File: src/hw/eipr_pkg.sv
// Package with constants and types for the external interrupt pin and vector priority block.
package eipr_pkg;

   localparam int          NUM_VEC      = 32;
   localparam logic [4:0]  VEC_IRQ      = 5'h02;
   localparam logic [4:0]  VEC_SWI      = 5'h01;
   localparam logic [4:0]  VEC_RESET    = 5'h00;
   localparam logic [4:0]  VEC_USER_LO  = 5'h1A;
   localparam logic [15:0] VEC_BASE     = 16'hFFC0;
   localparam logic [15:0] VEC_TOP      = 16'hFFFE;

   // Register offsets on the plain register port.
   localparam logic [3:0]  OFS_PIN_CTRL = 4'h0;
   localparam logic [3:0]  OFS_IRQ_STAT = 4'h1;
   localparam logic [3:0]  OFS_IRQ_MASK = 4'h2;
   localparam logic [3:0]  OFS_SRC_EN   = 4'h3;
   localparam logic [3:0]  OFS_PEND     = 4'h4;
   localparam logic [3:0]  OFS_VECTOR   = 4'h5;
   localparam logic [3:0]  OFS_CORE     = 4'h6;

   // Bit positions of the pin status and control register.
   localparam int          BIT_MODE     = 0;
   localparam int          BIT_IE       = 1;
   localparam int          BIT_ACK      = 2;
   localparam int          BIT_FLAG     = 3;
   localparam int          BIT_PE       = 4;
   localparam int          BIT_EDG      = 5;

   // Bit positions of the core register.
   localparam int          BIT_GMASK    = 0;
   localparam int          BIT_STACK    = 1;

   // Interrupt status bits of this block.
   localparam int          EV_PIN       = 0;
   localparam int          EV_VECTOR    = 1;

   localparam logic [7:0]  PIN_CTRL_RST = 8'h00;
   localparam int          STACK_BYTES  = 5;

   typedef struct packed {
      logic [3:0]  addr;
      logic [31:0] wdata;
      logic        wr;
      logic        rd;
   } eipr_bus_req_t;

   typedef enum logic [2:0] {
      STK_PCL,
      STK_PCH,
      STK_X,
      STK_A,
      STK_CCR
   } eipr_stack_t;

   typedef enum {
      CS_IDLE,
      CS_STACK,
      CS_FETCH_HI,
      CS_FETCH_LO
   } eipr_state_t;

endpackage : eipr_pkg

File: src/hw/eipr_core.sv
// External interrupt pin logic with request qualification, priority and vector fetch sequencing.
//
// Function
// RULE1 - Pin acts only while enable bit set
// RULE2 - Software selects pin event polarity
// RULE3 - Edge-only or edge-and-level sensing selectable
// RULE4 - Event raises interrupt or only sets flag
// RULE5 - Rising-edge setting selects pulldown not pullup
// RULE6 - Pin level visible for branch instructions
// RULE7 - Deasserted to asserted transition sets flag
// RULE8 - Level mode holds flag while asserted
// RULE9 - Lowest vector number wins, zero highest
// RULE10 - Vector high byte at lower address
// RULE11 - Forward request when flag and enable set
// RULE12 - Unmasked: stack five bytes, mask, fetch
// RULE13 - Vectors 26 to 31 have no source
// RULE14 - Polarity zero falling/low, one rising/high
// RULE15 - Enabled pin switches pullup or pulldown
// RULE16 - Asynchronous pin path wakes from stop; here stop_wake_o is registered from the synchronised level
// RULE17 - Global mask set after reset
// RULE18 - Pin synchronised before detection
//
// Chosen here: the register addresses and the strobed register port.
`timescale 1ns/1ps
`default_nettype none
module eipr_core
   import eipr_pkg::*;
(
   // Clock and reset.
   input  wire logic              clk_sys_i,
   input  wire logic              reset_n_i,
   // Register port.
   input  wire eipr_bus_req_t     bus_req_i,
   output logic [31:0]            bus_rdata_o,
   // Interrupt pin and pad controls.
   input  wire logic              irq_pin_i,
   output logic                   pad_pullup_en_o,
   output logic                   pad_pulldown_en_o,
   output logic                   stop_wake_o,
   // Core side.
   input  wire logic              stop_mode_i,
   input  wire logic              instr_done_i,
   input  wire logic              clear_gmask_i,
   input  wire logic [31:0]       src_flags_i,
   output logic                   pin_level_o,
   output logic                   branch_if_pin_high_o,
   output logic                   branch_if_pin_low_o,
   output logic                   stack_wr_o,
   output logic [2:0]             stack_sel_o,
   output logic                   vec_rd_o,
   output logic [15:0]            vec_addr_o,
   output logic [4:0]             vec_num_o,
   output logic                   global_mask_o,
   // Interrupt output.
   output logic                   irq_o
);

   logic [2:0]  sync_r;
   logic        level_r;
   logic        pin_function_enable_r;
   logic        edge_polarity_select_r;
   logic        level_sense_mode_r;
   logic        pin_interrupt_enable_r;
   logic        pin_event_flag_r;
   logic [1:0]  stat_r;
   logic [1:0]  mask_r;
   logic [31:0] src_en_r;
   logic        gmask_r;
   eipr_state_t state_r;
   logic [2:0]  stk_cnt_r;
   logic [4:0]  win_r;
   logic        asserted;
   logic        rise_evt;
   logic        ack_wr;
   logic [31:0] pend;
   logic        any_pend;
   logic [4:0]  win;
   logic        vec_evt;

   // Lowest set bit index gives the highest priority source.
   function automatic logic [4:0] first_set(input logic [31:0] v);
      logic [4:0] idx;
      idx = 5'h1F;
      for (int i = NUM_VEC - 1; i >= 0; i--) begin
         if (v[i]) begin
            idx = 5'(i);
         end
      end
      return idx;
   endfunction : first_set

   function automatic logic wr_hit(input eipr_bus_req_t r, input logic [3:0] ofs);
      return r.wr && (r.addr == ofs);
   endfunction : wr_hit

   // Three stages; a change counts once the second and third agree.
   // Stages start at the pulled-up idle level so that no false edge follows reset.
   always_ff @(posedge clk_sys_i or negedge reset_n_i) begin
      if (!reset_n_i) begin
         sync_r <= 3'h7;
      end else begin
         sync_r <= {sync_r[1:0], irq_pin_i}; // RULE18
      end
   end

   always_ff @(posedge clk_sys_i or negedge reset_n_i) begin
      if (!reset_n_i) begin
         level_r <= 1'b1;
      end else if (sync_r[1] == sync_r[2]) begin
         level_r <= sync_r[2]; // RULE18
      end
   end

   // Polarity 1 means rising/high, 0 means falling/low.
   assign asserted = pin_function_enable_r && (level_r == edge_polarity_select_r); // RULE1 RULE2 RULE14
   assign rise_evt = pin_function_enable_r && (sync_r[1] == sync_r[2])
                     && (sync_r[2] == edge_polarity_select_r) && (level_r != edge_polarity_select_r); // RULE7
   assign ack_wr   = wr_hit(bus_req_i, OFS_PIN_CTRL) && bus_req_i.wdata[BIT_ACK];

   always_ff @(posedge clk_sys_i or negedge reset_n_i) begin
      if (!reset_n_i) begin
         pin_function_enable_r  <= PIN_CTRL_RST[BIT_PE];
         edge_polarity_select_r <= PIN_CTRL_RST[BIT_EDG];
         level_sense_mode_r     <= PIN_CTRL_RST[BIT_MODE];
         pin_interrupt_enable_r <= PIN_CTRL_RST[BIT_IE];
      end else if (wr_hit(bus_req_i, OFS_PIN_CTRL)) begin
         pin_function_enable_r  <= bus_req_i.wdata[BIT_PE]; // RULE1
         edge_polarity_select_r <= bus_req_i.wdata[BIT_EDG]; // RULE2
         level_sense_mode_r     <= bus_req_i.wdata[BIT_MODE]; // RULE3
         pin_interrupt_enable_r <= bus_req_i.wdata[BIT_IE]; // RULE4
      end
   end

   // Set wins over acknowledge; in level mode an asserted pin keeps the flag.
   always_ff @(posedge clk_sys_i or negedge reset_n_i) begin
      if (!reset_n_i) begin
         pin_event_flag_r <= 1'b0;
      end else if (rise_evt || (level_sense_mode_r && asserted)) begin
         pin_event_flag_r <= 1'b1; // RULE7 RULE8 RULE3
      end else if (ack_wr || !pin_function_enable_r) begin
         pin_event_flag_r <= 1'b0;
      end
   end

   always_ff @(posedge clk_sys_i or negedge reset_n_i) begin
      if (!reset_n_i) begin
         pad_pullup_en_o   <= 1'b0;
         pad_pulldown_en_o <= 1'b0;
         stop_wake_o       <= 1'b0;
      end else begin
         pad_pullup_en_o   <= pin_function_enable_r && !edge_polarity_select_r; // RULE15
         pad_pulldown_en_o <= pin_function_enable_r && edge_polarity_select_r; // RULE5 RULE15
         stop_wake_o       <= stop_mode_i && asserted; // RULE16
      end
   end

   always_ff @(posedge clk_sys_i or negedge reset_n_i) begin
      if (!reset_n_i) begin
         pin_level_o          <= 1'b0;
         branch_if_pin_high_o <= 1'b0;
         branch_if_pin_low_o  <= 1'b0;
      end else begin
         pin_level_o          <= pin_function_enable_r && level_r; // RULE6
         branch_if_pin_high_o <= pin_function_enable_r && level_r; // RULE6
         branch_if_pin_low_o  <= pin_function_enable_r && !level_r; // RULE6
      end
   end

   always_ff @(posedge clk_sys_i or negedge reset_n_i) begin
      if (!reset_n_i) begin
         src_en_r <= 32'h0000_0000;
      end else if (wr_hit(bus_req_i, OFS_SRC_EN)) begin
         src_en_r <= bus_req_i.wdata;
      end
   end

   // Only flagged and locally enabled sources request; user vectors never do.
   always_comb begin
      pend          = src_flags_i & src_en_r; // RULE11
      pend[VEC_IRQ] = pin_event_flag_r && pin_interrupt_enable_r; // RULE4 RULE11
      for (int i = VEC_USER_LO; i < NUM_VEC; i++) begin
         pend[i] = 1'b0; // RULE13
      end
   end
   assign any_pend = |pend;
   assign win      = first_set(pend); // RULE9

   always_ff @(posedge clk_sys_i or negedge reset_n_i) begin
      if (!reset_n_i) begin
         state_r     <= CS_IDLE;
         stk_cnt_r   <= 3'h0;
         win_r       <= 5'h00;
         gmask_r     <= 1'b1; // RULE17
         stack_wr_o  <= 1'b0;
         stack_sel_o <= 3'h0;
         vec_rd_o    <= 1'b0;
         vec_addr_o  <= 16'h0000;
         vec_num_o   <= 5'h00;
      end else begin
         stack_wr_o <= 1'b0;
         vec_rd_o   <= 1'b0;
         case (state_r)
            CS_IDLE: begin
               if (clear_gmask_i) begin
                  gmask_r <= 1'b0;
               end
               if (!gmask_r && any_pend && instr_done_i) begin // RULE12
                  state_r   <= CS_STACK;
                  stk_cnt_r <= 3'h0;
               end
            end
            CS_STACK: begin
               stack_wr_o  <= 1'b1; // RULE12
               stack_sel_o <= stk_cnt_r;
               if (stk_cnt_r == 3'(STACK_BYTES - 1)) begin
                  gmask_r <= 1'b1; // RULE12
                  win_r   <= win;
                  state_r <= CS_FETCH_HI;
               end else begin
                  stk_cnt_r <= stk_cnt_r + 3'h1;
               end
            end
            CS_FETCH_HI: begin
               vec_rd_o   <= 1'b1;
               vec_num_o  <= win_r;
               vec_addr_o <= VEC_TOP - {10'h000, win_r, 1'b0}; // RULE10
               state_r    <= CS_FETCH_LO;
            end
            CS_FETCH_LO: begin
               vec_rd_o   <= 1'b1;
               vec_addr_o <= vec_addr_o + 16'h0001; // RULE10
               state_r    <= CS_IDLE;
            end
            default: begin
               state_r <= CS_IDLE;
            end
         endcase
      end
   end

   assign global_mask_o = gmask_r;
   assign vec_evt       = (state_r == CS_FETCH_HI);

   // Sticky status: set wins over write-one-to-clear.
   always_ff @(posedge clk_sys_i or negedge reset_n_i) begin
      if (!reset_n_i) begin
         stat_r <= 2'h0;
         mask_r <= 2'h0;
         irq_o  <= 1'b0;
      end else begin
         for (int i = 0; i < 2; i++) begin
            if ((i == EV_PIN && rise_evt) || (i == EV_VECTOR && vec_evt)) begin
               stat_r[i] <= 1'b1;
            end else if (wr_hit(bus_req_i, OFS_IRQ_STAT) && bus_req_i.wdata[i]) begin
               stat_r[i] <= 1'b0;
            end
         end
         if (wr_hit(bus_req_i, OFS_IRQ_MASK)) begin
            mask_r <= bus_req_i.wdata[1:0];
         end
         irq_o <= |(stat_r & mask_r);
      end
   end

   always_ff @(posedge clk_sys_i or negedge reset_n_i) begin
      if (!reset_n_i) begin
         bus_rdata_o <= 32'h0000_0000;
      end else if (bus_req_i.rd) begin
         case (bus_req_i.addr)
            OFS_PIN_CTRL: bus_rdata_o <= {26'h0, edge_polarity_select_r, pin_function_enable_r,
                                          pin_event_flag_r, 1'b0, pin_interrupt_enable_r, level_sense_mode_r};
            OFS_IRQ_STAT: bus_rdata_o <= {30'h0, stat_r};
            OFS_IRQ_MASK: bus_rdata_o <= {30'h0, mask_r};
            OFS_SRC_EN:   bus_rdata_o <= src_en_r;
            OFS_PEND:     bus_rdata_o <= pend;
            OFS_VECTOR:   bus_rdata_o <= {27'h0, win_r};
            OFS_CORE:     bus_rdata_o <= {30'h0, (state_r != CS_IDLE), gmask_r};
            default:      bus_rdata_o <= 32'h0000_0000;
         endcase
      end else begin
         bus_rdata_o <= 32'h0000_0000;
      end
   end

   chk_flag_level_hold: assert property (@(posedge clk_sys_i) disable iff (!reset_n_i)
      (level_sense_mode_r && asserted) |=> pin_event_flag_r) else $error("flag dropped while level held"); // RULE8
   chk_reset_mask_set: assert property (@(posedge clk_sys_i) disable iff (!reset_n_i)
      (state_r == CS_FETCH_HI) |-> gmask_r) else $error("mask not set before fetch"); // RULE12
   chk_vec_byte_order: assert property (@(posedge clk_sys_i) disable iff (!reset_n_i)
      (state_r == CS_FETCH_HI) |=> ##1 (vec_addr_o == $past(vec_addr_o) + 16'h0001)) else $error("vector low byte misplaced"); // RULE10
   chk_user_vec_idle: assert property (@(posedge clk_sys_i) disable iff (!reset_n_i)
      pend[31:26] == 6'h00) else $error("user vector requested"); // RULE13
   chk_pull_exclusive: assert property (@(posedge clk_sys_i) disable iff (!reset_n_i)
      pin_function_enable_r |=> (pad_pullup_en_o != pad_pulldown_en_o)) else $error("pull select wrong"); // RULE15
   chk_disabled_quiet: assert property (@(posedge clk_sys_i) disable iff (!reset_n_i)
      !pin_function_enable_r |=> !pin_event_flag_r) else $error("flag set while pin disabled"); // RULE1
   chk_stack_five: assert property (@(posedge clk_sys_i) disable iff (!reset_n_i)
      $rose(state_r == CS_STACK) |-> (state_r == CS_STACK) [*5] ##1 (state_r == CS_FETCH_HI)) else $error("stack length wrong"); // RULE12
   chk_mask_blocks: assert property (@(posedge clk_sys_i) disable iff (!reset_n_i)
      (state_r == CS_IDLE && gmask_r) |=> (state_r == CS_IDLE)) else $error("masked request taken"); // RULE17

endmodule : eipr_core
`default_nettype wire

File: config.mk
export PLATFORM = sky130hd
export DESIGN_NAME = eipr_core
export DESIGN_NICKNAME = d
export VERILOG_FILES = /design/src/hw/eipr_pkg.sv /design/src/hw/eipr_core.sv
export SDC_FILE = /design/constraint.sdc
export NUM_CORES = 1
export LEC_CHECK = 0
export BUFFER_PORTS_ARGS = -buffer_cell sky130_fd_sc_hd__buf_2
export CAP_MARGIN = 15
export CORE_ASPECT_RATIO = 1.5
export CORE_MARGIN = 2
export CORE_UTILIZATION = 30
export DETAILED_ROUTE_END_ITERATION = 7
export PLACE_DENSITY_LB_ADDON = 0.15
export SYNTH_ARGS = -nofsm -noshare
export SYNTH_HDL_FRONTEND = slang
export SYNTH_SLANG_ARGS = --single-unit
File: constraint.sdc
create_clock -name clk_sys_i -period 6.6 [get_ports clk_sys_i]
set_input_delay 0.99 -clock clk_sys_i [delete_from_list [all_inputs] [get_ports clk_sys_i]]
set_output_delay 0.99 -clock clk_sys_i [all_outputs]
set_load 0.005 [all_outputs]
==> summary.txt <==
Status
  – Status: completed

Floorplan
  – # IOs: 142
  – Core ar.: 0.01802 sq mm
  – # rows: 60
  – Die W: 115.0 um
  – Die area: 0.01961 sq mm
  – Starting Density: 30.77%
  – Die height: 170.5 um

Timing
  – Worst hold slack: 0.3556 ns
  – Final setup viols: 0
  – Worst Skew: 0.009411 ns
  – Tightest Pin Transition: 1.017 ns
  – Slew Viols, Final: 0
  – RSZ-0062 raised after global routing: false
  – Fin. Hold Viols: 0
  – Max Clk Rate: 400.0 MHz
  – Minimum clock period: 2.500 ns
  – Max_slew headroom: 32.20%
  – Final WS setup: 4.100 ns
  – Setup TNS: 0 ns
  – Crit share post-route: 37.88%

Clock network
  – Clock Sinks: 120
  – CTS Hold Bufs: 0
  – Max Buffers Root-to-Sink: 2
  – Clock slew at reported path FFs: 0.06 ns
  – CTS tree: done
  – Post-CTS sizing: 0
  – Root buffer cell: clkbuf_16
  – CTS Buf Count: 17
  – Worst-Skew Late Latency: 0.41 ns
  – # Post-CTS Setup Buffers: 0
  – CTS H-tree lvls: 4

Route
  – Final antenna-violating net count: 0
  – Initial DRC count: 225
  – Drt first pass iters: 4
  – Vias: 4333
  – Avg Vias per Cell: 5.092
  – Final WL: 15.09 mm
  – Drt wl/cell: 17.74 um
  – DR DRC count: 0

Placement
  – DP Worst Slack: 3.691 ns
  – Placed Cells: 817
  – Routability Congestion: 0.8088
  – Final HPWL DP: 10.85 mm
  – I/O Buffers: 134

Synth
  – Synth Cell Area: 0.005544 sq mm
  – Yosys cell types: 56
  – Synth warn: 0
  – Synth Area in Compound Gates: 14.92%
  – Syn Inst Count: 488
  – Area share of fa/ha/maj cells after synthesis: 1.986%
  – XOR/XNOR share of the synthesized area: 0.9479%
  – Largest family of logic cells by synthesized area: compound AO/OA/AOI/OAI gates
  – Number of synthesized flops with an enable pin: 0
  – Syn_nets: 572
  – Mux contribution to synthesized area: 11.01%
  – Avg Inst Size Synth: 11.36 sq um
  – Synth Flop Type: dfrtp_1
  – Sequential area share after synthesis: 54.28%
  – Flops & latches, synth: 120
  – Post-Synth Simple-Gate Area: 14.20%
  – Asr flop ratio synth: 100.0%

Global route
  – Antenna violations before repair: 1
  – Vias in the first global route: 4544
  – Total track usage: 16.23%
  – First-pass GRT wire length: 24.56 mm
  – Gr ovfl total: 0
  – Largest net degree at the start of global routing: 77

Final layout
  – Share of layout cells above drive strength 1: 36.81%
  – Final #Nets: 704
  – Layout fillers: 1821
  – Fin cells: 851
  – Area growth syn-to-layout: 27.08%
  – Commonest non-fill, non-tap cells in the layout: buf_2, dfrtp_1, mux2_2
  – Final Util: 39.10%
  – Most common cell after layout, fill and taps aside: buf_2

Power
  – Power Density: 372.6 mW/mm^2
  – Worst vdd rail ir drop: 0.0001322 V
  – Static leakage: 3.291 nW

Worst setup path
  – Crit path launch type: primary input
  – RR Startpoint: state_r[1]
  – Max incr delay on CP: 0.59 ns
  – WP data arrival: 2.79 ns
  – Setup CP Type: in2reg
  – CP max stage cell: or4_4
  – Crit. Startpoint: src_flags_i[9]
  – CP required: 6.89 ns
  – CP Cell Sequence: buf_2, a22o_1, or4_4, o41ai_4, a21boi_2, mux2_4
  – Critical Path Sink Type: register
  – Worst-path maximum fanout: 4
  – R2R depth: 6

Worst hold path
  – Worst Hold Launch: sync_r[0]
  – Hold path cells: 0
  – Hold/Removal Path Class: reg2reg

Flow run
  – MaxCap Viol Count: 0
-- synth_stat cells, drive strengths merged, types with 2 or more instances --
library cell	instances	area, sq um
o211ai	3	22.52
a31oi	6	37.54
xnor2	3	26.28
nor3b	22	165.2
xor2	3	26.28
o31ai	3	22.52
nand4	4	31.28
or4	2	22.52
nand3	14	75.07
ha	8	100.1
nand3b	2	15.01
dfrtp	115	2878
a311oi	3	26.28
and2	3	18.77
clkbuf	21	78.83
and3	12	75.07
a21o	7	52.55
nor3	6	30.03
a22o	10	98.85
dfstp	5	131.4
nor2	16	60.06
a2bb2oi	2	17.52
mux2i	10	100.1
nor2b	7	43.79
a222oi	3	30.03
buf	5	23.77
a22oi	13	97.59
a32o	4	40.04
nand2b	5	31.28
inv	12	45.04
a211oi	2	15.01
a32oi	2	17.52
a21oi	34	170.2
and4	2	17.52
o21ai	18	90.09
o21bai	2	15.01
a221oi	2	17.52
mux2	45	510.5
nor4	2	12.51
a41oi	2	17.52
nand2	40	150.1
-- cell type report --
| class | instances | area (sq um) | share of cell area, % |
|---|---|---|---|
| clock inverter | 13 | 172.7 | 2.451 |
| timing repair buffer | 139 | 714.4 | 10.14 |
| multi-input combinational | 330 | 2397 | 34.03 |
| antenna | 1 | 2.502 | 0.03552 |
| inverter | 12 | 45.04 | 0.6393 |
| clock buffer | 19 | 432.9 | 6.145 |
| sequential | 120 | 3009 | 42.71 |
| tap | 217 | 271.5 | 3.854 |
-- sequential cells by signal, indices dropped and copies added (netlist names), 2 cells and up --
signal and count:
vec_addr_o 16, bus_rdata_o 32, sync_r 3, stack_sel_o 3
stat_r 2, state_r 2, stk_cnt_r 3, src_en_r 32
vec_num_o 5, mask_r 2, win_r 5
-- logic make-up after synthesis --
group / after synthesis
xor+xnor: 6
fa+ha+maj: 9
compound gates: 118
flops: 120
buf+inv: 38
mux: 55
simple gates: 142
-- where the power goes --
part	leakage, nW	switching (W)	internal (W)	total (W)
combinational	1.53	0.000315	0.000312	0.000627
sequential	1.48	0.000156	0.000897	0.00105
clock	0.280	0.000349	0.000597	0.000945
-- critical path: cells and delay by family --
family | cells | cell delay [ns]
mux | 1 | 0.32
buf+inv | 1 | 0.12
simple gates | 1 | 0.59
compound gates | 3 | 0.77
-- layer usage --
metal / track usage, % / vias up / share of wire [%]
met5: 0 / - / 0
met4: 5.815 / 0 / 1.4
met3: 4.676 / 15 / 5.8
met2: 28.03 / 107 / 52
met1: 19.05 / 2148 / 41
li1: - / 2063 / -
-- stage by stage --
step	power, W	instance area [sq um]
after floorplan	0.001453	5544
after global placement	0.001673	6426
after detailed placement	0.001702	6426
after CTS	0.002663	7032
after global routing	0.002797	7043
final	0.002625	7046
-- final timing paths --
check                            endpoint  slack (ns)
max in group asynchronous     src_en_r[4]        4.59
min in group asynchronous     stop_wake_o        0.57
hold / removal                  sync_r[1]        0.36
setup / recovery               state_r[1]        4.10
hold reg to reg                 sync_r[1]        0.36
setup reg to reg           vec_addr_o[15]        4.10
Power figures use the tool's default switching activity.
